File: src/pkg/pfs_pkg.sv
package pfs_pkg;

   // ---------------------------------------------------------------
   // register indices (byte address is four times the index)
   // ---------------------------------------------------------------
   localparam logic [3:0] IDX_DIR     = 4'h0;  // port1_direction_reg
   localparam logic [3:0] IDX_KEY     = 4'h1;  // key_input_enable_reg
   localparam logic [3:0] IDX_ADSEL   = 4'h2;  // analog_input_select_reg
   localparam logic [3:0] IDX_TRC0    = 4'h3;  // timer_c_pin_select_reg0
   localparam logic [3:0] IDX_TRC1    = 4'h4;  // timer_c_pin_select_reg1
   localparam logic [3:0] IDX_U0SEL   = 4'h5;  // uart0_pin_select_reg
   localparam logic [3:0] IDX_U0MODE  = 4'h6;  // uart0_mode_reg
   localparam logic [3:0] IDX_U0CTL   = 4'h7;  // uart0_control_reg0
   localparam logic [3:0] IDX_TASEL   = 4'h8;  // timer_a_pin_select_reg
   localparam logic [3:0] IDX_TAMODE  = 4'h9;  // timer_a_mode_reg
   localparam logic [3:0] IDX_INTCFG  = 4'hA;  // interrupt1 / comparator bits
   localparam logic [3:0] IDX_PULL    = 4'hB;  // pull-up group bits
   localparam logic [3:0] IDX_DRV0    = 4'hC;  // port0 drive bit
   localparam logic [3:0] IDX_DRV1    = 4'hD;  // port1_drive_reg
   localparam logic [3:0] IDX_TBUSE   = 4'hE;  // timer b output usage
   localparam logic [3:0] IDX_STAT    = 4'hF;  // read-only function status

   // ---------------------------------------------------------------
   // field positions
   // ---------------------------------------------------------------
   localparam int CH_LSB   = 0;  // analog_channel_field [2:0]
   localparam int GRP_LSB  = 4;  // analog_group_field [5:4]
   localparam int TRC_A_LSB = 0; // reg0 chan A [2:0]
   localparam int TRC_B_LSB = 4; // reg0 chan B [5:4]
   localparam int TRC_C_LSB = 0; // reg1 chan C [1:0]
   localparam int TRC_D_LSB = 4; // reg1 chan D [6:4]
   localparam int U0_TX_BIT = 0; // uart0_transmit_pin_bit
   localparam int U0_RX_BIT = 2; // uart0_receive_pin_bit
   localparam int U0_CK_BIT = 4; // uart0_clock_pin_bit
   localparam int SMD_LSB   = 0; // serial_mode_field [2:0]
   localparam int CLOCK_DIRECTION_BIT_BIT = 3; // clock_direction_bit
   localparam int NCH_BIT   = 5; // open_drain_select_bit
   localparam int TA_PIN_LSB = 0; // timer_a_io_pin_field [1:0]
   localparam int TA_POL_BIT = 4; // timer_a_polarity_bit
   localparam int TIMER_A_OPERATING_MODE_FIELD_LSB   = 0; // timer_a_operating_mode_field [2:0]
   localparam int I1_PIN_BIT = 0; // interrupt1_pin_bit
   localparam int I1_EN_BIT  = 1; // interrupt1_enable_bit
   localparam int I1_CP_BIT  = 2; // comparator1_input_bit
   localparam int PU_LO_BIT  = 2; // port1_low_pullup_bit
   localparam int PU_HI_BIT  = 3; // port1_high_pullup_bit
   localparam int PU_P07_BIT = 1; // port0 pin 7 group pull-up bit
   localparam int DRV0_BIT   = 1; // port0_drive_bit

   // ---------------------------------------------------------------
   // encodings and reset value
   // ---------------------------------------------------------------
   localparam logic [1:0] GRP_P1     = 2'h1;
   localparam logic [2:0] CH_P1_0    = 3'h0;
   localparam logic [2:0] CH_P1_1    = 3'h1;
   localparam logic [2:0] CH_P1_2    = 3'h2;
   localparam logic [2:0] CH_P1_3    = 3'h3;
   localparam logic [2:0] TRC_D_P10  = 3'h1;
   localparam logic [2:0] TRC_A_P11  = 3'h1;
   localparam logic [1:0] TRC_B_P12  = 2'h1;
   localparam logic [1:0] TRC_C_P13  = 2'h1;
   localparam logic [2:0] SMD_SYNC   = 3'h1;
   localparam logic [1:0] TA_PIN_P15 = 2'h2;
   localparam logic [1:0] TA_PIN_P17 = 2'h1;
   localparam logic [2:0] TIMER_A_OPERATING_MODE_FIELD_LIN_M = 3'h0;
   localparam logic [2:0] TIMER_A_OPERATING_MODE_FIELD_PULSE = 3'h1;
   localparam logic [2:0] TIMER_A_OPERATING_MODE_FIELD_LIN_S = 3'h3;
   localparam logic [7:0] REG_RESET  = 8'h00;

   // drive/pull attributes of one pin
   typedef struct packed {
      logic out;    // output value
      logic oe;     // output enable
      logic pull;   // pull-up enable
      logic hidrv;  // high drive capacity
   } pfs_pad_t;

endpackage

File: src/hdl/pfs_top.sv
`timescale 1ns/1ps
// Contract
// - low group pull-up on inputs of pins 0-3
// - high group pull-up on inputs of pins 4-7
// - port0 pin7 drive and pull-up bits
// - per-pin port1 high drive bit
// - pin0 analog when channel selects it
// - pin1 analog when channel 001 group 01
// - pin2 analog when channel 010 group 01
// - pin3 timer B output beats timer C
// - uart0 transmit open-drain by control bit
// - pin6 external uart0 clock input
// - pin6 drives internal uart0 clock out
// - pin6 comparator1 reference input
// - timer A pulse output on selected pin
// - timer A input outside modes 000, 001
// - LIN master shares pin5 receive, timer
// - LIN slave shares pin5 with interrupt1
module pfs_top (
   // clock and reset
   input  wire logic        sys_clk,
   input  wire logic        resetn,
   // register port
   input  wire logic [5:0]  reg_addr,
   input  wire logic [7:0]  reg_wdata,
   input  wire logic        reg_wr,
   input  wire logic        reg_rd,
   output logic      [7:0]  reg_rdata,
   // port 1 pins
   input  wire logic [7:0]  p1_in,
   output logic      [7:0]  p1_out,
   output logic      [7:0]  p1_oe,
   output logic      [7:0]  p1_pullup,
   output logic      [7:0]  p1_hidrv,
   // port 0 pin 7 attributes
   output logic             p07_pullup,
   output logic             p07_hidrv,
   // peripheral side outputs and routed inputs
   input  wire logic [7:0]  p1_gpio_out,
   input  wire logic        uart0_txd,
   input  wire logic        uart0_clk_out,
   input  wire logic        timer_a_pulse,
   input  wire logic        timer_b_output,
   input  wire logic        timer_c_out_c,
   output logic      [3:0]  analog_en,
   output logic             uart0_rxd,
   output logic             uart0_clk_in,
   output logic             timer_a_in,
   output logic             int1_in,
   output logic             cmp1_ref_en,
   output logic             key_in_en_q
);

   // ---------------------------------------------------------------
   // control registers
   // ---------------------------------------------------------------
   logic [7:0] dir_q, key_q, adsel_q, trc0_q, trc1_q;  // steering fields
   logic [7:0] u0sel_q, u0mode_q, u0ctl_q, tasel_q;    // uart / timer a
   logic [7:0] tamode_q, intcfg_q, pull_q, drv0_q;     // misc
   logic [7:0] drv1_q, tbuse_q;                        // drive, timer b usage
   logic [7:0] stat_w;                                 // live function status

   // one write strobe, one register updated per cycle
   always_ff @(posedge sys_clk or negedge resetn) begin
      if (!resetn) begin
         dir_q    <= pfs_pkg::REG_RESET;
         key_q    <= pfs_pkg::REG_RESET;
         adsel_q  <= pfs_pkg::REG_RESET;
         trc0_q   <= pfs_pkg::REG_RESET;
         trc1_q   <= pfs_pkg::REG_RESET;
         u0sel_q  <= pfs_pkg::REG_RESET;
         u0mode_q <= pfs_pkg::REG_RESET;
         u0ctl_q  <= pfs_pkg::REG_RESET;
         tasel_q  <= pfs_pkg::REG_RESET;
         tamode_q <= pfs_pkg::REG_RESET;
         intcfg_q <= pfs_pkg::REG_RESET;
         pull_q   <= pfs_pkg::REG_RESET;
         drv0_q   <= pfs_pkg::REG_RESET;
         drv1_q   <= pfs_pkg::REG_RESET;
         tbuse_q  <= pfs_pkg::REG_RESET;
      end else if (reg_wr && reg_addr[1:0] == 2'h0) begin
         unique case (reg_addr[5:2])
            pfs_pkg::IDX_DIR:    dir_q    <= reg_wdata;
            pfs_pkg::IDX_KEY:    key_q    <= reg_wdata;
            pfs_pkg::IDX_ADSEL:  adsel_q  <= reg_wdata;
            pfs_pkg::IDX_TRC0:   trc0_q   <= reg_wdata;
            pfs_pkg::IDX_TRC1:   trc1_q   <= reg_wdata;
            pfs_pkg::IDX_U0SEL:  u0sel_q  <= reg_wdata;
            pfs_pkg::IDX_U0MODE: u0mode_q <= reg_wdata;
            pfs_pkg::IDX_U0CTL:  u0ctl_q  <= reg_wdata;
            pfs_pkg::IDX_TASEL:  tasel_q  <= reg_wdata;
            pfs_pkg::IDX_TAMODE: tamode_q <= reg_wdata;
            pfs_pkg::IDX_INTCFG: intcfg_q <= reg_wdata;
            pfs_pkg::IDX_PULL:   pull_q   <= reg_wdata;
            pfs_pkg::IDX_DRV0:   drv0_q   <= reg_wdata;
            pfs_pkg::IDX_DRV1:   drv1_q   <= reg_wdata;
            pfs_pkg::IDX_TBUSE:  tbuse_q  <= reg_wdata;
            default: ;  // status register is read-only
         endcase
      end
   end

   // ---------------------------------------------------------------
   // field extraction
   // ---------------------------------------------------------------
   logic [2:0] ch_f, smd_f, timer_a_operating_mode_field_f, trc_a_f, trc_d_f;
   logic [1:0] grp_f, trc_b_f, trc_c_f, ta_pin_f;
   logic       clock_direction_bit_f, nch_f, tapol_f, i1_pin, i1_en, i1_cp;
   logic       u0_tx, u0_rx, u0_ck;
   assign ch_f     = adsel_q[pfs_pkg::CH_LSB +: 3];
   assign grp_f    = adsel_q[pfs_pkg::GRP_LSB +: 2];
   assign trc_a_f  = trc0_q[pfs_pkg::TRC_A_LSB +: 3];
   assign trc_b_f  = trc0_q[pfs_pkg::TRC_B_LSB +: 2];
   assign trc_c_f  = trc1_q[pfs_pkg::TRC_C_LSB +: 2];
   assign trc_d_f  = trc1_q[pfs_pkg::TRC_D_LSB +: 3];
   assign smd_f    = u0mode_q[pfs_pkg::SMD_LSB +: 3];
   assign clock_direction_bit_f  = u0mode_q[pfs_pkg::CLOCK_DIRECTION_BIT_BIT];
   assign nch_f    = u0ctl_q[pfs_pkg::NCH_BIT];
   assign u0_tx    = u0sel_q[pfs_pkg::U0_TX_BIT];
   assign u0_rx    = u0sel_q[pfs_pkg::U0_RX_BIT];
   assign u0_ck    = u0sel_q[pfs_pkg::U0_CK_BIT];
   assign ta_pin_f = tasel_q[pfs_pkg::TA_PIN_LSB +: 2];
   assign tapol_f  = tasel_q[pfs_pkg::TA_POL_BIT];
   assign timer_a_operating_mode_field_f   = tamode_q[pfs_pkg::TIMER_A_OPERATING_MODE_FIELD_LSB +: 3];
   assign i1_pin   = intcfg_q[pfs_pkg::I1_PIN_BIT];
   assign i1_en    = intcfg_q[pfs_pkg::I1_EN_BIT];
   assign i1_cp    = intcfg_q[pfs_pkg::I1_CP_BIT];

   // ---------------------------------------------------------------
   // function decode
   // ---------------------------------------------------------------
   logic [3:0] an_w;
   logic       tb_out, tc_out, tx_on, ck_out, ck_in, cmp_w;
   logic       ta_p15, ta_p17, ta_pulse, ta_inmode, lin_m, lin_s;
   logic [7:0] in_w;  // pin set to input by its direction bit
   always_comb begin
      // analog routing needs input direction and key input off
      an_w[0] = !dir_q[0] && !key_q[0] && grp_f == pfs_pkg::GRP_P1 &&
                ch_f == pfs_pkg::CH_P1_0 && trc_d_f != pfs_pkg::TRC_D_P10;
      an_w[1] = !dir_q[1] && !key_q[1] && grp_f == pfs_pkg::GRP_P1 &&
                ch_f == pfs_pkg::CH_P1_1 && trc_a_f != pfs_pkg::TRC_A_P11;
      an_w[2] = !dir_q[2] && !key_q[2] && grp_f == pfs_pkg::GRP_P1 &&
                ch_f == pfs_pkg::CH_P1_2 && trc_b_f != pfs_pkg::TRC_B_P12;
      an_w[3] = !dir_q[3] && !key_q[3] && grp_f == pfs_pkg::GRP_P1 &&
                ch_f == pfs_pkg::CH_P1_3 && !tbuse_q[0] &&
                trc_c_f != pfs_pkg::TRC_C_P13;
      // timer b usage wins pin 3 over timer c
      tb_out  = tbuse_q[0];
      tc_out  = !tbuse_q[0] && trc_c_f == pfs_pkg::TRC_C_P13;
      tx_on   = u0_tx;
      // internal clock out ignores direction
      ck_out  = u0_ck && smd_f == pfs_pkg::SMD_SYNC && !clock_direction_bit_f;
      ck_in   = !dir_q[6] && u0_ck && clock_direction_bit_f;
      cmp_w   = !dir_q[6] && !u0_ck && i1_cp;
      ta_p15  = ta_pin_f == pfs_pkg::TA_PIN_P15 && !tapol_f;
      ta_p17  = ta_pin_f == pfs_pkg::TA_PIN_P17 && !tapol_f;
      ta_pulse = timer_a_operating_mode_field_f == pfs_pkg::TIMER_A_OPERATING_MODE_FIELD_PULSE;
      ta_inmode = timer_a_operating_mode_field_f != pfs_pkg::TIMER_A_OPERATING_MODE_FIELD_LIN_M && timer_a_operating_mode_field_f != pfs_pkg::TIMER_A_OPERATING_MODE_FIELD_PULSE;
      lin_m   = u0_rx && ta_p15 && timer_a_operating_mode_field_f == pfs_pkg::TIMER_A_OPERATING_MODE_FIELD_LIN_M;
      lin_s   = u0_rx && ta_p15 && timer_a_operating_mode_field_f == pfs_pkg::TIMER_A_OPERATING_MODE_FIELD_LIN_S &&
                i1_pin && i1_en && !i1_cp;
      in_w    = ~dir_q;
   end

   // ---------------------------------------------------------------
   // pad attributes
   // ---------------------------------------------------------------
   pfs_pkg::pfs_pad_t pad_w [8];
   always_comb begin
      for (int i = 0; i < 8; i++) begin
         pad_w[i].out   = p1_gpio_out[i];
         pad_w[i].oe    = dir_q[i];
         pad_w[i].pull  = in_w[i] &&
                          (i < 4 ? pull_q[pfs_pkg::PU_LO_BIT]
                                 : pull_q[pfs_pkg::PU_HI_BIT]);
         pad_w[i].hidrv = drv1_q[i];
      end
      if (tb_out) begin
         pad_w[3].out = timer_b_output;
         pad_w[3].oe  = 1'b1;
      end else if (tc_out && dir_q[3]) begin
         pad_w[3].out = timer_c_out_c;
      end
      if (tx_on) begin
         // open-drain only pulls low; high is released
         pad_w[4].out = nch_f ? 1'b0 : uart0_txd;
         pad_w[4].oe  = nch_f ? !uart0_txd : 1'b1;
         pad_w[4].pull = 1'b0;
      end
      if (ck_out) begin
         pad_w[6].out  = uart0_clk_out;
         pad_w[6].oe   = 1'b1;
         pad_w[6].pull = 1'b0;
      end
      if (ta_p15 && ta_pulse) begin
         pad_w[5].out  = timer_a_pulse;
         pad_w[5].oe   = 1'b1;
         pad_w[5].pull = 1'b0;
      end
      if (ta_p17 && ta_pulse) begin
         pad_w[7].out  = timer_a_pulse;
         pad_w[7].oe   = 1'b1;
         pad_w[7].pull = 1'b0;
      end
   end

   // registered pad outputs and port0 pin 7 attributes
   always_ff @(posedge sys_clk or negedge resetn) begin
      if (!resetn) begin
         p1_out     <= 8'h00;
         p1_oe      <= 8'h00;
         p1_pullup  <= 8'h00;
         p1_hidrv   <= 8'h00;
         p07_pullup <= 1'b0;
         p07_hidrv  <= 1'b0;
      end else begin
         for (int i = 0; i < 8; i++) begin
            p1_out[i]    <= pad_w[i].out;
            p1_oe[i]     <= pad_w[i].oe;
            p1_pullup[i] <= pad_w[i].pull;
            p1_hidrv[i]  <= pad_w[i].hidrv;
         end
         p07_pullup <= pull_q[pfs_pkg::PU_P07_BIT];
         p07_hidrv  <= drv0_q[pfs_pkg::DRV0_BIT];
      end
   end

   // input routing to peripherals, one cycle of latency
   always_ff @(posedge sys_clk or negedge resetn) begin
      if (!resetn) begin
         analog_en    <= 4'h0;
         uart0_rxd    <= 1'b1;
         uart0_clk_in <= 1'b0;
         timer_a_in   <= 1'b0;
         int1_in      <= 1'b0;
         cmp1_ref_en  <= 1'b0;
         key_in_en_q  <= 1'b0;
      end else begin
         analog_en    <= an_w;
         // rxd idles high when no pin feeds it
         uart0_rxd    <= (u0_rx && !dir_q[5]) ? p1_in[5] : 1'b1;
         uart0_clk_in <= ck_in ? p1_in[6] : 1'b0;
         if (!dir_q[5] && ta_p15 && (ta_inmode || lin_m))
            timer_a_in <= p1_in[5];
         else if (!dir_q[7] && ta_p17 && ta_inmode)
            timer_a_in <= p1_in[7];
         else
            timer_a_in <= 1'b0;
         if (i1_en && !i1_cp && !dir_q[5] && (i1_pin || lin_s))
            int1_in <= p1_in[5];
         else if (i1_en && !i1_cp && !dir_q[7] && !i1_pin)
            int1_in <= p1_in[7];
         else
            int1_in <= 1'b0;
         cmp1_ref_en  <= cmp_w;
         key_in_en_q  <= |(key_q[3:0] & ~dir_q[3:0]);
      end
   end

   // ---------------------------------------------------------------
   // read port: data stand one cycle after the strobe
   // ---------------------------------------------------------------
   assign stat_w = {2'h0, cmp_w, ck_out, tb_out, an_w[2:0]};
   always_ff @(posedge sys_clk or negedge resetn) begin
      if (!resetn) begin
         reg_rdata <= 8'h00;
      end else if (reg_rd && reg_addr[1:0] == 2'h0) begin
         unique case (reg_addr[5:2])
            pfs_pkg::IDX_DIR:    reg_rdata <= dir_q;
            pfs_pkg::IDX_KEY:    reg_rdata <= key_q;
            pfs_pkg::IDX_ADSEL:  reg_rdata <= adsel_q;
            pfs_pkg::IDX_TRC0:   reg_rdata <= trc0_q;
            pfs_pkg::IDX_TRC1:   reg_rdata <= trc1_q;
            pfs_pkg::IDX_U0SEL:  reg_rdata <= u0sel_q;
            pfs_pkg::IDX_U0MODE: reg_rdata <= u0mode_q;
            pfs_pkg::IDX_U0CTL:  reg_rdata <= u0ctl_q;
            pfs_pkg::IDX_TASEL:  reg_rdata <= tasel_q;
            pfs_pkg::IDX_TAMODE: reg_rdata <= tamode_q;
            pfs_pkg::IDX_INTCFG: reg_rdata <= intcfg_q;
            pfs_pkg::IDX_PULL:   reg_rdata <= pull_q;
            pfs_pkg::IDX_DRV0:   reg_rdata <= drv0_q;
            pfs_pkg::IDX_DRV1:   reg_rdata <= drv1_q;
            pfs_pkg::IDX_TBUSE:  reg_rdata <= tbuse_q;
            pfs_pkg::IDX_STAT:   reg_rdata <= stat_w;
         endcase
      end else begin
         reg_rdata <= 8'h00;
      end
   end

   // ---------------------------------------------------------------
   // checks
   // ---------------------------------------------------------------
   pull_low_a: assert property (@(posedge sys_clk) disable iff (!resetn)
      !tx_on |=> p1_pullup[0] == ($past(!dir_q[0]) && $past(pull_q[2])))
      else $error("low group pull-up wrong");
   pull_high_a: assert property (@(posedge sys_clk) disable iff (!resetn)
      (!tx_on && !ck_out) |=> p1_pullup[6] == ($past(!dir_q[6]) && $past(pull_q[3])))
      else $error("high group pull-up wrong");
   p07_drive_a: assert property (@(posedge sys_clk) disable iff (!resetn)
      drv0_q[1] |=> p07_hidrv)
      else $error("port0 pin7 drive wrong");
   drive_bit_a: assert property (@(posedge sys_clk) disable iff (!resetn)
      ##1 p1_hidrv == $past(drv1_q))
      else $error("port1 drive wrong");
   analog_p0_a: assert property (@(posedge sys_clk) disable iff (!resetn)
      (trc1_q[6:4] == 3'h1) |=> !analog_en[0])
      else $error("pin0 analog while timer c owns it");
   analog_p1_a: assert property (@(posedge sys_clk) disable iff (!resetn)
      (!dir_q[1] && !key_q[1] && adsel_q[5:0] == 6'h11 && trc0_q[2:0] != 3'h1)
      |=> analog_en[1])
      else $error("pin1 analog missing");
   analog_p2_a: assert property (@(posedge sys_clk) disable iff (!resetn)
      key_q[2] |=> !analog_en[2])
      else $error("pin2 analog with key input");
   tb_prio_a: assert property (@(posedge sys_clk) disable iff (!resetn)
      tbuse_q[0] |=> p1_oe[3] && p1_out[3] == $past(timer_b_output))
      else $error("timer b lost pin3");
   open_drain_a: assert property (@(posedge sys_clk) disable iff (!resetn)
      (u0_tx && nch_f) |=> !(p1_oe[4] && p1_out[4]))
      else $error("open drain drove high");
   clk_out_a: assert property (@(posedge sys_clk) disable iff (!resetn)
      ck_out |=> p1_oe[6] && p1_out[6] == $past(uart0_clk_out))
      else $error("uart clock out missing");
   cmp_ref_a: assert property (@(posedge sys_clk) disable iff (!resetn)
      u0_ck |=> !cmp1_ref_en)
      else $error("comparator ref with clock pin");
   ta_pulse_a: assert property (@(posedge sys_clk) disable iff (!resetn)
      (ta_p17 && ta_pulse) |=> p1_oe[7] && p1_out[7] == $past(timer_a_pulse))
      else $error("timer a pulse missing");
   // routed inputs follow their pin one cycle later
   clk_in_a: assert property (@(posedge sys_clk) disable iff (!resetn)
      (!dir_q[6] && u0_ck && clock_direction_bit_f) |=> uart0_clk_in == $past(p1_in[6]))
      else $error("uart clock in missing");
   ta_in_a: assert property (@(posedge sys_clk) disable iff (!resetn)
      (!dir_q[5] && ta_p15 && ta_inmode) |=> timer_a_in == $past(p1_in[5]))
      else $error("timer a input missing");
   lin_master_a: assert property (@(posedge sys_clk) disable iff (!resetn)
      (lin_m && !dir_q[5]) |=> uart0_rxd == $past(p1_in[5]) && timer_a_in == $past(p1_in[5]))
      else $error("lin master sharing missing");
   lin_slave_a: assert property (@(posedge sys_clk) disable iff (!resetn)
      (lin_s && !dir_q[5]) |=> uart0_rxd == $past(p1_in[5]) && int1_in == $past(p1_in[5]))
      else $error("lin slave sharing missing");

endmodule

File: config.mk
export PLATFORM = sky130hd
export DESIGN_NAME = pfs_top
export DESIGN_NICKNAME = d
export VERILOG_FILES = /design/src/pkg/pfs_pkg.sv /design/src/hdl/pfs_top.sv
export SDC_FILE = /design/constraint.sdc
export NUM_CORES = 1
export LEC_CHECK = 0
export BUFFER_PORTS_ARGS = -buffer_cell sky130_fd_sc_hd__buf_2
export CAP_MARGIN = 10
export CORE_ASPECT_RATIO = 1.1
export CORE_MARGIN = 2
export CORE_UTILIZATION = 55
export CTS_CLUSTER_DIAMETER = 100
export DETAILED_ROUTE_END_ITERATION = 10
export PLACE_DENSITY = 0.76
export SLEW_MARGIN = 20
export SYNTH_ARGS = -nofsm -noshare
export SYNTH_HDL_FRONTEND = slang
export SYNTH_SLANG_ARGS = --single-unit
File: constraint.sdc
create_clock -name sys_clk -period 2.35 [get_ports sys_clk]
set_clock_uncertainty 0.15 [all_clocks]
set_input_delay 0.47 -clock sys_clk [delete_from_list [all_inputs] [get_ports sys_clk]]
set_output_delay 0.47 -clock sys_clk [all_outputs]
set_load 0.05 [all_outputs]
==> impl_metrics.py <==
metrics = {
    "worst_hold_path": {
        "min_to": "p1_oe[4]",
        "hp-class": "in -> reg",
        "hold_depth": 2,
        "hold_start": "uart0_txd",
    },
    "logic_synthesis": {
        "ys_warn_count": 0,
        "yosys_most_used_dff": "dfrtp_1",
        "synthArstFlopShare_pct": 100.0,
        "seq_area_frac_synth_pct": 56.74,
        "ys_ff_latch": 172,
        "syn_inst": 581,
        "synth.distinct_cells": 66,
        "avgSynthCellArea_um2": 13.06,
        "synth_nets": 620,
        "synthesis.area_um2": 7589,
        "synth_edf_count": 0,
    },
    "setup_path": {
        "crit_type": "reg -> reg",
        "path_max_fanout": 4,
        "critical_path.slowest_cell": "or4b_4",
        "cp.arrival_ns": 2.26,
        "worst-r2r-cell-count": 5,
        "rrSetupSlack_ns": 0.30,
        "end_kind": "flop",
        "r2r-start": "adsel_q[5]",
        "cpPeakStageDelay_ns": 0.60,
        "cp-start-kind": "flop",
        "cp_cell_sequence": "or4b_4, nor3_2, nand2b_1, o2111a_1, a21oi_1",
        "timing.rr.end": "reg_rdata[0]",
        "crit_required_ns": 2.56,
    },
    "timing": {
        "tightest_slew_ns": 0.4891,
        "period_needed_ns": 2.049,
        "tns_ns": 0,
        "min_period_over_period_pct": 87.21,
        "hold_viol_final": 0,
        "relSlewSlack_pct": 66.95,
        "hold_slack_ns": 0.1031,
        "rsz0062_at_grt": "no",
        "finalMaxSlewViolations": 0,
        "setup_violations": 0,
        "fmax_mhz": 488.0,
    },
    "floorplan": {
        "core_area_um2": 13630,
        "die_w_um": 116.0,
        "ioPinCount": 91,
        "rows": 45,
        "dieHeight_um": 127.2,
        "initial_utilization_pct": 55.69,
        "die_area_um2": 14750,
    },
    "finish": {
        "drive_gt1_share_pct": 44.32,
        "area_growth_pct": 19.69,
        "num-nets-final": 739,
        "num_antenna_cells": 0,
        "nFillCells": 1050,
        "final_util_pct": 66.66,
    },
    "power": {
        "power.density_nw_per_um2": 842.1,
        "p_leak_uw": 0.004408,
        "vdd_drop_max_v": 0.0004317,
    },
    "global_routing": {
        "antenna_found_initial": 0,
        "grt_pass1_wl_um": 32010,
        "grtUsageTotal_pct": 30.16,
        "grt_max_degree": 60,
        "gr-total-overflow": 0,
        "first_global_vias": 5470,
    },
    "detailed_routing": {
        "final_antenna_net_count": 0,
        "wl_per_cell_um": 23.23,
        "vias": 5500,
        "drt-initial-drc-count": 385,
        "drtPass1Iterations": 5,
        "viasPerCell": 6.104,
        "drt_wl_total_um": 20930,
        "post-route-drc-count": 0,
    },
    "run": {
        "cap_violations": 0,
    },
    "cts": {
        "cts.sink_count": 172,
        "cts_resized": 0,
        "cts_tree": "done",
        "h-tree-depth": 4,
        "clock_latency_ns": 0.44,
        "clk_pin_slew_ns": 0.07,
        "clock-root-buffer": "clkbuf_16",
        "clockBufferDepth": 2,
        "numCtsBuffers": 17,
    },
    "placement": {
        "place.gp.congestion": 0.9593,
        "numPortBuffers": 85,
        "dp_hpwl_um": 15100,
    },
    "outcome": {
        "outcome": "finished clean",
    },
}
-- layout make-up --
type / instances / area, um^2 / share of cell area [%]
Multi-Input combinational cell: 366 / 3067 / 33.76
Timing Repair Buffer: 130 / 842.1 / 9.271
Clock buffer: 19 / 442.9 / 4.877
Clock inverter: 13 / 141.4 / 1.557
Tap cell: 188 / 235.2 / 2.590
Sequential cell: 172 / 4305 / 47.40
Inverter: 13 / 48.80 / 0.5373
-- timing repair --
| action | 4_1_cts | 5_1_grt |
|---|---|---|
| setup buffers | 0 | 0 |
| hold buffers | 4 | 0 |
| hold endpoints to repair | 32 | 0 |
-- critical path, delay by kind of cell, from the launching register on --
| family | cells | cell delay, ns |
|---|---|---|
| and+or+nand+nor | 3 | 1.04 |
| DFF | 1 | 0.45 |
| AOI/OAI and AO/OA | 2 | 0.33 |
-- report_power, final --
| group | switching (uW) | leakage (uW) | internal [uW] |
|---|---|---|---|
| clock | 1170 | 0.000285 | 1600 |
| sequential | 271 | 0.00228 | 3330 |
| combinational | 791 | 0.00184 | 494 |
| total | 2230 | 0.00441 | 5420 |
-- cells in the mapped netlist (3+ instances only) --
cell | n | area (um^2)
dfrtp_1 | 171 | 4279
mux2_2 | 126 | 1419
nand2_1 | 26 | 97.59
nor2_1 | 16 | 60.06
o21ai_0 | 16 | 80.08
a21oi_1 | 13 | 65.06
nor2b_1 | 13 | 81.33
a22oi_1 | 12 | 90.09
mux2i_1 | 12 | 120.1
buf_2 | 11 | 55.05
inv_1 | 11 | 41.29
nand2_2 | 10 | 62.56
clkbuf_1 | 9 | 33.78
nand3_1 | 9 | 45.04
a31oi_1 | 8 | 50.05
nand2b_1 | 8 | 50.05
a22o_1 | 7 | 61.31
buf_4 | 7 | 52.55
o22ai_1 | 6 | 37.54
a221oi_1 | 5 | 43.79
nor3b_1 | 5 | 37.54
nand3b_1 | 4 | 30.03
nand4_1 | 4 | 25.02
nor2_2 | 4 | 25.02
nor3_1 | 4 | 20.02
a221o_1 | 3 | 30.03
a32o_1 | 3 | 30.03
a32oi_1 | 3 | 26.28
and4_1 | 3 | 26.28
o221ai_1 | 3 | 26.28
-- kinds of logic (layout without fill, tap and decap cells) --
family,Yosys count,count (layout),share of synthesized area (%)
simple gates,131,131,10.57
buf+inv,43,175,2.852
mux,141,141,20.87
compound gates,94,94,8.970
flops,172,172,56.74
-- worst max path at each step --
stage / from / end / cells past startpoint
final: adsel_q[5] / reg_rdata[0] / 5
after global routing: adsel_q[5] / reg_rdata[0] / 5
after CTS: adsel_q[5] / reg_rdata[0] / 5
after detailed placement: reg_addr[4] / reg_rdata[4] / 6
after global placement: reg_addr[4] / reg_rdata[4] / 6
after floorplan: reg_addr[2] / tbuse_q[0] / 6
-- layer usage --
metal	global-route usage, %	wire length [um]	share of wire [%]	up-vias
li1	-	-	-	2394
met1	39.90	8541	41	2835
met2	48.33	10380	50	226
met3	6.452	1274	6.1	45
met4	12.96	727	3.5	0
met5	0	0	0	-
-- cell usage in the layout, fill, tap and decap left out, types with 4 or more instances in the layout --
master / count
nand2b_1: 8
inv_1: 11
nor2_1: 16
nor2_2: 4
o21ai_0: 16
clkinv_2: 4
a31oi_1: 8
o22ai_1: 6
nor2b_1: 13
clkbuf_16: 17
a221oi_1: 5
a22oi_1: 12
mux2i_1: 12
a22o_1: 7
dlygate4sd3_1: 4
mux2_2: 126
nand2_2: 10
dfrtp_1: 171
buf_12: 5
a21oi_1: 13
nor3_1: 4
nand2_1: 26
nand4_1: 4
nand3b_1: 4
nor3b_1: 5
buf_2: 84
buf_4: 36
nand3_1: 9
-- per-stage QoR --
stage               worst slack, ns  power (uW)  std cells  instance area (um^2)
detailed placement           0.1023        4914        865                  8458
global placement            0.05520        4869        865                  8458
floorplan                    0.4451        4436        581                  7589
finish                       0.3006        7648        901                  9082
global route                 0.2613        7930        901                  9082
CTS                          0.3620        7682        901                  9082
(Power assumes the default switching activity.)
